File: src/lpbi_pkg.sv
// Purpose: Shared constants and types for the LED PWM blink intensity block
// Assumes: AXI4-Lite register access, 32-bit data, one word per register
// Notes:   Register index times four gives the byte address
package lpbi_pkg;

  // ----------------------------------------
  // Sizes
  // ----------------------------------------
  localparam int LPBI_NUM_OUT = 17;
  localparam int LPBI_NUM_PAIR = 8;
  localparam int LPBI_AW = 8;

  // ----------------------------------------
  // Register indices (byte address = index * 4)
  // ----------------------------------------
  localparam logic [5:0] LPBI_IDX_PHASE0 = 6'h02;
  localparam logic [5:0] LPBI_IDX_PHASE1 = 6'h03;
  localparam logic [5:0] LPBI_IDX_LEVEL = 6'h0e;
  localparam logic [5:0] LPBI_IDX_CONFIG = 6'h0f;
  localparam logic [5:0] LPBI_IDX_INTEN0 = 6'h10;
  localparam logic [5:0] LPBI_IDX_INTEN7 = 6'h17;
  localparam logic [5:0] LPBI_IDX_STATUS = 6'h1f;

  // ----------------------------------------
  // Field layout and reset values
  // ----------------------------------------
  localparam int LPBI_MASTER_LSB = 4;
  localparam int LPBI_CFG_GLOBAL_BIT = 0;
  localparam logic [7:0] LPBI_LEVEL_RST = 8'h00;
  localparam logic [7:0] LPBI_INTEN_RST = 8'h00;
  localparam logic [16:0] LPBI_PHASE_RST = 17'h00000;
  localparam logic [3:0] LPBI_STATIC_SETTING = 4'hf;
  localparam logic [3:0] LPBI_MASTER_OFF = 4'h0;

  // ----------------------------------------
  // Timeslot counting
  // ----------------------------------------
  localparam logic [3:0] LPBI_SLOT_LAST = 4'hf;
  localparam logic [3:0] LPBI_SUB_LAST = 4'he;

  // ----------------------------------------
  // Bus answers
  // ----------------------------------------
  localparam logic [1:0] LPBI_RESP_OKAY = 2'h0;
  localparam logic [1:0] LPBI_RESP_SLVERR = 2'h2;

  typedef enum logic [1:0] {
    LPBI_WR_IDLE = 2'b01,
    LPBI_WR_RESP = 2'b10
  } lpbi_wr_state_type;

  typedef enum logic [1:0] {
    LPBI_RD_IDLE = 2'b01,
    LPBI_RD_DATA = 2'b10
  } lpbi_rd_state_type;

  typedef struct packed {
    logic [3:0] slot;
    logic [3:0] sub;
  } lpbi_tick_type;

  typedef struct packed {
    logic [3:0] master;
    logic [3:0] aux;
    logic global_en;
  } lpbi_level_type;

endpackage

File: src/lpbi_slot_gen.sv
// Purpose: Internal oscillator giving timeslot and sub-slot counts
// Assumes: Runs on the core clock, one sub-slot per cycle
// Notes:   Fifteen sub-slots per timeslot, sixteen timeslots per period
`timescale 1ns/1ps
`default_nettype none
module lpbi_slot_gen
  import lpbi_pkg::*;
(
  input wire logic clk_i,
  input wire logic nrst_i,
  input wire logic run_i,
  output lpbi_pkg::lpbi_tick_type tick_o
);

  logic [3:0] slot_ff;
  logic [3:0] sub_ff;
  logic [3:0] nxt_slot;
  logic [3:0] nxt_sub;
  wire sub_wrap = (sub_ff == LPBI_SUB_LAST);

  // ----------------------------------------
  // Counting
  // ----------------------------------------
  // Held at zero while stopped so a restart begins a clean period
  assign nxt_sub = !run_i ? 4'h0 : (sub_wrap ? 4'h0 : sub_ff + 4'h1);
  assign nxt_slot = !run_i ? 4'h0 :
                    (sub_wrap ? ((slot_ff == LPBI_SLOT_LAST) ? 4'h0 : slot_ff + 4'h1)
                              : slot_ff);

  always_ff @(posedge clk_i or negedge nrst_i) begin
    if (!nrst_i) begin
      slot_ff <= 4'h0;
      sub_ff <= 4'h0;
    end else begin
      slot_ff <= nxt_slot;
      sub_ff <= nxt_sub;
    end
  end

  assign tick_o = '{slot: slot_ff, sub: sub_ff};

endmodule
`default_nettype wire

File: src/lpbi_top.sv
// Purpose: PWM intensity and blink output stage with AXI4-Lite registers
// Assumes: Blink phase comes from an outside timer on a pin
// Notes:   Outputs are open drain; enable low means the pin is pulled low
`timescale 1ns/1ps
`default_nettype none
module lpbi_top
  import lpbi_pkg::*;
(
  input wire logic CORE_CLK_I,
  input wire logic NRST_I,
  input wire logic BLINK_PHASE_I,
  input wire logic S_AXI_AWVALID_I,
  output logic S_AXI_AWREADY_O,
  input wire logic [lpbi_pkg::LPBI_AW-1:0] S_AXI_AWADDR_I,
  input wire logic [2:0] S_AXI_AWPROT_I,
  input wire logic S_AXI_WVALID_I,
  output logic S_AXI_WREADY_O,
  input wire logic [31:0] S_AXI_WDATA_I,
  input wire logic [3:0] S_AXI_WSTRB_I,
  output logic S_AXI_BVALID_O,
  input wire logic S_AXI_BREADY_I,
  output logic [1:0] S_AXI_BRESP_O,
  input wire logic S_AXI_ARVALID_I,
  output logic S_AXI_ARREADY_O,
  input wire logic [lpbi_pkg::LPBI_AW-1:0] S_AXI_ARADDR_I,
  input wire logic [2:0] S_AXI_ARPROT_I,
  output logic S_AXI_RVALID_O,
  input wire logic S_AXI_RREADY_I,
  output logic [31:0] S_AXI_RDATA_O,
  output logic [1:0] S_AXI_RRESP_O,
  output logic [lpbi_pkg::LPBI_NUM_OUT-1:0] PORT_OUT_O,
  output logic [lpbi_pkg::LPBI_NUM_OUT-1:0] PORT_OE_N_O
);

  // ----------------------------------------
  // Helpers
  // ----------------------------------------
  function automatic logic [31:0] apply_strb(input logic [31:0] old_v,
                                             input logic [31:0] new_v,
                                             input logic [3:0] strb);
    logic [31:0] res;
    res = old_v;
    for (int b = 0; b < 4; b++) begin
      if (strb[b]) begin
        res[8*b +: 8] = new_v[8*b +: 8];
      end
    end
    return res;
  endfunction

  // Intensity pair registers sit in one aligned block of eight
  function automatic logic is_inten_idx(input logic [5:0] idx);
    return (idx >= LPBI_IDX_INTEN0) && (idx <= LPBI_IDX_INTEN7);
  endfunction

  // Odd outputs use the upper nibble of their pair register
  function automatic logic [3:0] pick_nibble(input logic [7:0] pair, input logic upper);
    return upper ? pair[7:4] : pair[3:0];
  endfunction

  // Pull-low decision for one output in the current sub-slot
  function automatic logic drive_low(input logic [3:0] n, input logic ph_bit,
                                     input lpbi_tick_type tk, input logic [3:0] m,
                                     input logic run);
    logic in_time;
    in_time = ph_bit ? (tk.slot > n) : (tk.slot <= n);
    if (n == LPBI_STATIC_SETTING) begin
      return !ph_bit;
    end else if (!run) begin
      return 1'b0;
    end
    return in_time && (tk.sub < m);
  endfunction

  // ----------------------------------------
  // Blink phase synchroniser
  // ----------------------------------------
  logic blink_meta_ff;
  logic blink_sync_ff;

  always_ff @(posedge CORE_CLK_I or negedge NRST_I) begin
    if (!NRST_I) begin
      blink_meta_ff <= 1'b0;
      blink_sync_ff <= 1'b0;
    end else begin
      blink_meta_ff <= BLINK_PHASE_I;
      blink_sync_ff <= blink_meta_ff;
    end
  end

  // ----------------------------------------
  // Register state
  // ----------------------------------------
  logic [7:0] level_ff;
  logic cfg_global_ff;
  logic [16:0] phase0_ff;
  logic [16:0] phase1_ff;
  logic [7:0] inten_ff [LPBI_NUM_PAIR];
  lpbi_level_type lvl;
  lpbi_tick_type tick;
  wire osc_run = (lvl.master != LPBI_MASTER_OFF);

  assign lvl = '{master: level_ff[LPBI_MASTER_LSB +: 4], aux: level_ff[3:0],
                 global_en: cfg_global_ff};

  // ----------------------------------------
  // Write channel
  // ----------------------------------------
  lpbi_wr_state_type wr_state_ff;
  lpbi_wr_state_type nxt_wr_state;
  logic aw_hold_ff;
  logic w_hold_ff;
  logic [5:0] wr_idx_ff;
  logic [31:0] wdata_ff;
  logic [3:0] wstrb_ff;
  logic [1:0] bresp_ff;

  wire wr_idle = (wr_state_ff == LPBI_WR_IDLE);
  wire aw_take = S_AXI_AWVALID_I && S_AXI_AWREADY_O;
  wire w_take = S_AXI_WVALID_I && S_AXI_WREADY_O;
  wire wr_go = wr_idle && aw_hold_ff && w_hold_ff;
  wire wr_level = wr_go && (wr_idx_ff == LPBI_IDX_LEVEL);
  wire wr_cfg = wr_go && (wr_idx_ff == LPBI_IDX_CONFIG);
  wire wr_ph0 = wr_go && (wr_idx_ff == LPBI_IDX_PHASE0);
  wire wr_ph1 = wr_go && (wr_idx_ff == LPBI_IDX_PHASE1);
  wire wr_inten = wr_go && is_inten_idx(wr_idx_ff);
  wire [2:0] wr_pair = wr_idx_ff[2:0];
  wire wr_mapped = wr_level || wr_cfg || wr_ph0 || wr_ph1 || wr_inten;

  wire [31:0] wr_merge_level = apply_strb({24'h0, level_ff}, wdata_ff, wstrb_ff);
  wire [31:0] wr_merge_cfg = apply_strb({31'h0, cfg_global_ff}, wdata_ff, wstrb_ff);
  wire [31:0] wr_merge_ph0 = apply_strb({15'h0, phase0_ff}, wdata_ff, wstrb_ff);
  wire [31:0] wr_merge_ph1 = apply_strb({15'h0, phase1_ff}, wdata_ff, wstrb_ff);
  wire [31:0] wr_merge_int = apply_strb({24'h0, inten_ff[wr_pair]}, wdata_ff, wstrb_ff);

  assign S_AXI_AWREADY_O = wr_idle && !aw_hold_ff;
  assign S_AXI_WREADY_O = wr_idle && !w_hold_ff;
  assign S_AXI_BVALID_O = (wr_state_ff == LPBI_WR_RESP);
  assign S_AXI_BRESP_O = bresp_ff;
  assign nxt_wr_state = wr_go ? LPBI_WR_RESP :
                        ((S_AXI_BVALID_O && S_AXI_BREADY_I) ? LPBI_WR_IDLE : wr_state_ff);

  always_ff @(posedge CORE_CLK_I or negedge NRST_I) begin
    if (!NRST_I) begin
      wr_state_ff <= LPBI_WR_IDLE;
      aw_hold_ff <= 1'b0;
      w_hold_ff <= 1'b0;
      wr_idx_ff <= 6'h00;
      wdata_ff <= 32'h0;
      wstrb_ff <= 4'h0;
      bresp_ff <= LPBI_RESP_OKAY;
    end else begin
      wr_state_ff <= nxt_wr_state;
      aw_hold_ff <= wr_go ? 1'b0 : (aw_hold_ff || aw_take);
      w_hold_ff <= wr_go ? 1'b0 : (w_hold_ff || w_take);
      if (aw_take) begin
        wr_idx_ff <= S_AXI_AWADDR_I[LPBI_AW-1:2];
      end
      if (w_take) begin
        wdata_ff <= S_AXI_WDATA_I;
        wstrb_ff <= S_AXI_WSTRB_I;
      end
      if (wr_go) begin
        bresp_ff <= wr_mapped ? LPBI_RESP_OKAY : LPBI_RESP_SLVERR;
      end
    end
  end

  // Both fields kept exactly as written
  always_ff @(posedge CORE_CLK_I or negedge NRST_I) begin
    if (!NRST_I) begin
      level_ff <= LPBI_LEVEL_RST;
      cfg_global_ff <= 1'b0;
      phase0_ff <= LPBI_PHASE_RST;
      phase1_ff <= LPBI_PHASE_RST;
    end else begin
      if (wr_level) begin
        level_ff <= wr_merge_level[7:0];
      end
      if (wr_cfg) begin
        cfg_global_ff <= wr_merge_cfg[LPBI_CFG_GLOBAL_BIT];
      end
      if (wr_ph0) begin
        phase0_ff <= wr_merge_ph0[16:0];
      end
      if (wr_ph1) begin
        phase1_ff <= wr_merge_ph1[16:0];
      end
    end
  end

  always_ff @(posedge CORE_CLK_I or negedge NRST_I) begin
    if (!NRST_I) begin
      for (int p = 0; p < LPBI_NUM_PAIR; p++) begin
        inten_ff[p] <= LPBI_INTEN_RST;
      end
    end else if (wr_inten) begin
      inten_ff[wr_pair] <= wr_merge_int[7:0];
    end
  end

  // ----------------------------------------
  // Read channel
  // ----------------------------------------
  lpbi_rd_state_type rd_state_ff;
  lpbi_rd_state_type nxt_rd_state;
  logic [31:0] rdata_ff;
  logic [1:0] rresp_ff;
  logic [31:0] rd_mux;
  logic rd_hit;

  wire rd_idle = (rd_state_ff == LPBI_RD_IDLE);
  wire ar_take = S_AXI_ARVALID_I && S_AXI_ARREADY_O;
  wire [5:0] rd_idx = S_AXI_ARADDR_I[LPBI_AW-1:2];
  wire rd_is_inten = is_inten_idx(rd_idx);
  // Status: live blink phase, oscillator state and current timeslot
  wire [31:0] status_word = {25'h0, blink_sync_ff, osc_run, 1'b0, tick.slot};

  always_comb begin
    rd_mux = 32'h0;
    rd_hit = 1'b1;
    if (rd_idx == LPBI_IDX_LEVEL) begin
      rd_mux = {24'h0, level_ff};
    end else if (rd_idx == LPBI_IDX_CONFIG) begin
      rd_mux = {31'h0, cfg_global_ff};
    end else if (rd_idx == LPBI_IDX_PHASE0) begin
      rd_mux = {15'h0, phase0_ff};
    end else if (rd_idx == LPBI_IDX_PHASE1) begin
      rd_mux = {15'h0, phase1_ff};
    end else if (rd_is_inten) begin
      rd_mux = {24'h0, inten_ff[rd_idx[2:0]]};
    end else if (rd_idx == LPBI_IDX_STATUS) begin
      rd_mux = status_word;
    end else begin
      rd_hit = 1'b0;
    end
  end

  assign S_AXI_ARREADY_O = rd_idle;
  assign S_AXI_RVALID_O = (rd_state_ff == LPBI_RD_DATA);
  assign S_AXI_RDATA_O = rdata_ff;
  assign S_AXI_RRESP_O = rresp_ff;
  assign nxt_rd_state = ar_take ? LPBI_RD_DATA :
                        ((S_AXI_RVALID_O && S_AXI_RREADY_I) ? LPBI_RD_IDLE : rd_state_ff);

  always_ff @(posedge CORE_CLK_I or negedge NRST_I) begin
    if (!NRST_I) begin
      rd_state_ff <= LPBI_RD_IDLE;
      rdata_ff <= 32'h0;
      rresp_ff <= LPBI_RESP_OKAY;
    end else begin
      rd_state_ff <= nxt_rd_state;
      if (ar_take) begin
        rdata_ff <= rd_mux;
        rresp_ff <= rd_hit ? LPBI_RESP_OKAY : LPBI_RESP_SLVERR;
      end
    end
  end

  // ----------------------------------------
  // Oscillator and output stage
  // ----------------------------------------
  lpbi_slot_gen u_slot_gen (
    .clk_i(CORE_CLK_I),
    .nrst_i(NRST_I),
    .run_i(osc_run),
    .tick_o(tick)
  );

  logic [3:0] setting [LPBI_NUM_OUT];
  logic [LPBI_NUM_OUT-1:0] phase_bit;
  logic [LPBI_NUM_OUT-1:0] nxt_low;
  logic [LPBI_NUM_OUT-1:0] low_ff;

  // Global mode cannot spare individual ports; mix needs individual mode
  for (genvar i = 0; i < LPBI_NUM_OUT; i++) begin : g_out
    if (i == LPBI_NUM_OUT - 1) begin : g_aux
      assign setting[i] = lvl.aux;
    end else begin : g_port
      wire [3:0] own = pick_nibble(inten_ff[i/2], (i % 2) == 1);
      assign setting[i] = lvl.global_en ? lvl.aux : own;
    end
    assign phase_bit[i] = blink_sync_ff ? phase1_ff[i] : phase0_ff[i];
    // Complementary slot windows give the blink swap and the 0x7 balance
    assign nxt_low[i] = drive_low(setting[i], phase_bit[i], tick, lvl.master,
                                  osc_run);
  end

  always_ff @(posedge CORE_CLK_I or negedge NRST_I) begin
    if (!NRST_I) begin
      low_ff <= '0;
    end else begin
      low_ff <= nxt_low;
    end
  end

  assign PORT_OUT_O = '0;
  assign PORT_OE_N_O = ~low_ff;

endmodule
`default_nettype wire

File: config.mk
export PLATFORM = sky130hd
export DESIGN_NAME = lpbi_top
export DESIGN_NICKNAME = d
export VERILOG_FILES = /design/src/lpbi_pkg.sv /design/src/lpbi_slot_gen.sv /design/src/lpbi_top.sv
export SDC_FILE = /design/constraint.sdc
export NUM_CORES = 1
export LEC_CHECK = 0
export ABC_AREA = 0
export BUFFER_PORTS_ARGS = -buffer_cell sky130_fd_sc_hd__buf_2
export CORE_AREA = 3 3 120 209
export DETAILED_ROUTE_END_ITERATION = 12
export DIE_AREA = 0 0 123 212
export GPL_ROUTABILITY_DRIVEN = 0
export PLACE_DENSITY = 0.72
export SLEW_MARGIN = 20
export SYNTH_ARGS = -nofsm -noshare
export SYNTH_HDL_FRONTEND = slang
export SYNTH_SLANG_ARGS = --single-unit
File: constraint.sdc
create_clock -name CORE_CLK_I -period 2.1 [get_ports CORE_CLK_I]
set_input_delay 0.315 -clock CORE_CLK_I [delete_from_list [all_inputs] [get_ports CORE_CLK_I]]
set_output_delay 0.315 -clock CORE_CLK_I [all_outputs]
set_load 0.05 [all_outputs]
After elaboration in Yosys (flattened, before gate mapping)
Cells that the tools add are included.
{ "word_totals": {"reg_bits": 202, "word_cells": 319, "output_inout_bits": 75, "input_bits": 66} }
{ "op_classes": {"order_cmp": 42, "n_bitwise": 3, "n_addsub": 2, "muxes": 138, "reduce_logical": 70, "n_eq_ne": 33} }
{ "op_table": {"columns": ["cell", "n"], "rows": [
  ["$mux 1", 95],
  ["$mux 4", 21],
  ["$eq 4x4->1 const B", 19],
  ["$gt 4x4->1", 17],
  ["$le 4x4->1", 17],
  ["$mux 17", 4],
  ["$bwmux 64", 1],
  ["$mux 8", 7],
  ["$bmux 8 s3", 2],
  ["$logic_and 1x1->1", 34],
  ["$demux 8 s3", 1],
  ["$eq 6x2->1 const B", 4],
  ["$eq 6x4->1 const B", 4],
  ["$logic_not 1->1", 19],
  ["$not 17->17", 1],
  ["$reduce_and 2->1", 8],
  ["$ge 6x5->1 const B", 2],
  ["$le 6x5->1 const B", 2],
  ["$mux 2", 6],
  ["$add 4x1->4 const B", 2],
  ["$ge 4x4->1 const B", 2],
  ["$not 3->4", 2],
  ["$mux 7", 1],
  ["$eq 6x5->1 const B", 1],
  ["8 further kinds", 16]
]} }

Depth between registers and ports, before layout
{ "depth": {"ltp_word": 9, "mapped_depth": 11, "ltp_nobuf": 9} }

Hierarchy
A second synthesis with hierarchy kept.
{ "hier_totals": {"hier_cells": 1143, "hier_area_um2": 11532.3} }
{ "by_module_without_submodules": {"columns": ["module", "seq_area_each_um2", "cells_each", "instances", "area_each_um2"], "rows": [
  ["lpbi_top", 4431.8, 1107, 1, 11131.9],
  ["lpbi_slot_gen", 200.2, 36, 1, 400.4]
]} }

Least setup slack after synthesis
OpenSTA, ideal clock, no wires.
{ "synth_path": {"kind": "flip-flop to flip-flop", "startpoint": "register wr_state_ff[0]", "endpoint": "register wr_idx_ff[0]", "t_arrival_ns": 2.273, "path_slack_ns": -0.298, "path_stages_with_launch": 6, "period_less_slack_ns": 2.398, "t_required_ns": 1.975, "path_buffers": 1, "setup_time_ns": 0.125, "cell_sequence": "dfstp_2 -> or2b_1 -> nor2_1 -> and2_1 -> clkbuf_1 -> mux2_2"} }
{ "synth_via": {"elab_chain_len": 3} }
{ "synth_rtl": {"columns": ["item", "line", "text"], "rows": [
  ["from (decl)", "lpbi_top.sv:109", "lpbi_wr_state_type wr_state_ff;"],
  ["from (signal assigned)", "lpbi_top.sv:153", "wr_state_ff <= nxt_wr_state;"],
  ["$eq 2x1->1", "lpbi_top.sv:118", "wire wr_idle = (wr_state_ff == LPBI_WR_IDLE);"],
  ["$logic_and 1x1->1", "lpbi_top.sv:136", "assign S_AXI_AWREADY_O = wr_idle && !aw_hold_ff;"],
  ["via S_AXI_AWREADY_O", "lpbi_top.sv:13", "output logic S_AXI_AWREADY_O,"],
  ["$logic_and 1x1->1", "lpbi_top.sv:119", "wire aw_take = S_AXI_AWVALID_I && S_AXI_AWREADY_O;"],
  ["to (signal assigned)", "lpbi_top.sv:157", "wr_idx_ff <= S_AXI_AWADDR_I[LPBI_AW-1:2];"],
  ["to (decl)", "lpbi_top.sv:113", "logic [5:0] wr_idx_ff;"]
]} }
The timed path passes the listed nets, and every way through them passes these cells.
A chain may end at the register's enable or synchronous reset.

Worst setup path in the final report
{ "layout_path": {"startpoint": "register cfg_global_ff", "endpoint": "register low_ff[6]"} }
{ "layout_via": {"elab_chain_len": 5, "word_cells_on_any_way": 9, "classes_between": "order compare (2); eq/ne (1); mux (5); reduce/logical (1)"} }
{ "layout_rtl": {"columns": ["item", "line", "text"], "rows": [
  ["from (decl)", "lpbi_top.sv:95", "logic cfg_global_ff;"],
  ["from (signal assigned)", "lpbi_top.sv:181", "cfg_global_ff <= wr_merge_cfg[LPBI_CFG_GLOBAL_BIT];"],
  ["$mux 4 (*)", "lpbi_top.sv:281", "assign setting[i] = lvl.global_en ? lvl.aux : own;"],
  ["$le 4x4->1 / $gt 4x4->1 (equally long branches)", "lpbi_top.sv:66", "in_time = ph_bit ? (tk.slot > n) : (tk.slot <= n);"],
  ["$mux 1", "lpbi_top.sv:66", null],
  ["$logic_and 1x1->1", "lpbi_top.sv:72", "return in_time && (tk.sub < m);"],
  ["$mux 1 (*)", "lpbi_top.sv:72", null],
  ["via nxt_low[6]", "lpbi_top.sv:272", "logic [LPBI_NUM_OUT-1:0] nxt_low;"],
  ["to (signal assigned)", "lpbi_top.sv:293", "low_ff <= nxt_low;"],
  ["to (decl)", "lpbi_top.sv:273", "logic [LPBI_NUM_OUT-1:0] low_ff;"]
]} }
Mark *: on every way through the listed nets, which the timed path passes. The rest lies on a longest branch.

==> summary.txt <==
Post-Synthesis Cells: 1,134
sequential fraction of the synthesis area: 39.7%
critical path's slowest cell: dfrtp_2
Synth cell types: 60
largest net degree at the start of global routing: 65
gr busiest metal: met2
Hold Path Class: primary input to register
clk_lat worst skew: 460 ps
area of the core: 23,400 sq um
Max Slew Vio Count: 0
Worst Path Required: 2440 ps
Die ar.: 26,100 sq um
xor/xnor cell area share of the yosys netlist: 0.225%
ANT cells: 0
CTS max path bufs: 2
portion of netlist area occupied by mux cells: 20.2%
Placed Cells: 1,547
switching power total: 0.00369 W
number of synthesized flops with an enable pin: 0
grt met2 use: 45.6%
Yosys warning count: 0
grt total ovfl: 0
MaxCap Viol Count: 0
Total Routing Usage GR: 26.9%
most instantiated library cell after synthesis: dfrtp_1
Synth area leaders: dfrtp_1 39%, mux2_2 11%, ha_1 7.9%, mux2i_1 5.1%, mux4_2 3.9%
Layout Nets: 1,404
Reg power frac: 42.5%
final worst setup slack: -23.1 ps
# rows: 74
WP buf/inv: 2
first-pass GRT wire length: 52.9 mm
grt met1 use: 29.0%
FF+latch count, synth: 185
initial antenna violation count: 0
largest family of logic cells by synthesized area: multiplexers
Pint: 0.00687 W
Peak Freq: 471 MHz
Multi-input gate area: 6560 sq um
Synth Area in Simple Gates: 13.0%
clk root buf: clkbuf_16
Post-Synth Adder-Cell Area: 7.93%
drt initial violations: 723
final non-filler cell total: 1,581
Final Util: 58.7%
postcts setup bufs: 0
Cell Area, Placed: 12,900 sq um
Top Ports: 141
Worst EP arrival: 2460 ps
number of H-tree levels: 4
P&R area growth vs syn: 17.7%
P_leak: 6.36 nW
PD cells: 768 nW/um^2
Peak VDD IR: 0.862 mV
delay-heaviest family, CP: compound AO/OA/AOI/OAI gates
final setup vio count: 1
Clk pwr share: 33.2%
max incr delay on CP: 460 ps
final hold vios: 0
final wirelength: 33.8 mm
Fillers: 1,929
Final period util: 101%
Post-synth top flop: dfrtp_1
drt first pass iters: 5
wire per inst: 21.4 microns
design area: 13,700 sq um
Fin Clk Skew: 11.4 ps
CP cell instances: buf_12 > nand2b_1 > a2111oi_2 > buf_4 > nor2_1 > and4_1 > a311o_1
number of global-route vias before repair: 9,633
met3 Resource Use GR: 5.83%
Post-DP HPWL: 26.0 mm
Clock transition at path regs: 80 ps
RSZ-0062 raised after global routing: true
status: complete, but fails checks
Syn Area/Cell: 10.3 sq um
Switching Fraction: 34.9%
CP Capture Type: register
clock sinks: 185
violated checks: setup timing
Vert. Die Dim: 212 microns
Synth Area in Compound Gates: 12.5%
Synth area leader: dfrtp_1
drc violations: 0
min Tclk post-route: 2120 ps
peak fanout along the critical path: 16
Setup CP Type: register to register
Mapped Area: 11,700 sq um
Worst Max-Slew Pin Slew: 620 ps
Port Buffer Count: 80
Vias: 9,559
crit path launch type: register
antenna-violating nets left: 0
CTS tree: built
Die Wd: 123 microns
Synth top area share: 39.2%
fraction of registers with async set/reset: 100%
CTS Buf Count: 17
Synth top cells by count: 183 x dfrtp_1, 117 x mux2_2, 105 x nand2_1
vias per cell: 6.05
FF/Latch Area: 4630 sq um
Starting Density: 49.9%
layout cells sized above 1: 30.5%
worst slew margin relative to its limit: 57.5%
Combinational Power Share: 24.3%
-- repair_timing --
| action | in CTS | in global routing |
|---|---|---|
| hold buffers | 2 | 0 |
| pin swaps | 0 | 0 |
| resized for setup | 16 | 37 |
| setup endpoints to repair | 21 | 48 |
| hold endpoints to repair | 57 | 0 |
-- layer usage --
layer  share of wire [%]  wire length [microns]  vias up
li1                    -                      -     4352
met1                  35                  11700     4646
met4                 8.3                   2790        0
met3                 6.9                   2330      130
met5                   0                      0        -
met2                  50                  17000      431
-- worst paths after layout --
check	start	endpoint	slack [ps]	depth (start not counted)
worst min register to register	blink_meta_ff$_DFF_PN0_	blink_sync_ff$_DFF_PN0_	370	0
min in group asynchronous	NRST_I	g_out[1].g_port.own[0]$_DFFE_PN0P_	390	2
max in group asynchronous	NRST_I	rd_state_ff[0]$_DFFE_PN1P_	960	3
worst max-delay path	cfg_global_ff$_DFFE_PN0P_	low_ff[6]$_DFF_PN0_	-20	7
worst min-delay path	S_AXI_RREADY_I	rd_state_ff[1]$_DFFE_PN0P_	50	2
worst max register to register	cfg_global_ff$_DFFE_PN0P_	low_ff[6]$_DFF_PN0_	-20	7
-- power groups by stage --
stage	logic [W]	registers (W)	clock network, W
floorplan	0.00172	0.00441	0
global placement	0.00243	0.00451	0
detailed placement	0.00250	0.00453	0
CTS	0.00253	0.00447	0.00355
global route	0.00278	0.00453	0.00368
finish	0.00256	0.00449	0.00350
-- cell usage in the layout (no fill, tap or decap), types with 19 or more instances in the layout --
cell / count
a21oi_1: 70
a21oi_2: 19
buf_2: 77
buf_4: 77
conb_1: 34
dfrtp_1: 182
ha_1: 74
inv_1: 58
mux2_2: 117
mux2i_1: 57
mux4_2: 20
nand2_1: 105
nor2_1: 33
o21ai_0: 59
-- per-stage QoR --
stage / power (W) / setup WS [ps] / hold WS, ps / setup TNS, ps
floorplan: 0.00613 / 39.9 / 19.4 / 0
global placement: 0.00694 / -163 / 331 / -337
detailed placement: 0.00704 / -174 / 336 / -869
CTS: 0.0105 / 5.99 / 41.9 / 0
global route: 0.0110 / -71.1 / 53.9 / -625
finish: 0.0106 / -23.1 / 53.0 / -23.1
-- kinds of logic (layout without fill, tap and decap cells) --
kind of cell / count (synthesis) / in the layout
AND/OR/NAND/NOR: 282 / 282
AO/OA/AOI/OAI: 240 / 240
multiplexers: 196 / 196
flip-flops: 185 / 185
buffers and inverters: 153 / 263
adder cells (fa/ha/maj): 74 / 74
XOR/XNOR: 3 / 3
other: 1 / 34
-- final cells by class --
cell class | count | area share [%]
clock buffers | 17 | 3.10
clock inverters | 15 | 1.65
inverters | 59 | 1.61
multi-input cells | 829 | 47.7
flip-flops and latches | 185 | 33.7
well taps | 304 | 2.77
repair buffers | 172 | 9.44
-- sequential cells by signal, indices dropped and copies added (netlist names) --
name / cells
S_AXI_BRESP_O: 1
S_AXI_RDATA_O: 17
S_AXI_RRESP_O: 1
aw_hold_ff: 1
blink_meta_ff: 1
blink_sync_ff: 1
cfg_global_ff: 1
g_out.g_port.own: 64
level_ff: 8
low_ff: 17
phase0_ff: 17
phase1_ff: 17
rd_state_ff: 2
u_slot_gen.slot_ff: 4
u_slot_gen.sub_ff: 4
w_hold_ff: 1
wdata_ff: 17
wr_idx_ff: 6
wr_state_ff: 2
wstrb_ff: 3
Power figures use the tool's default switching activity.
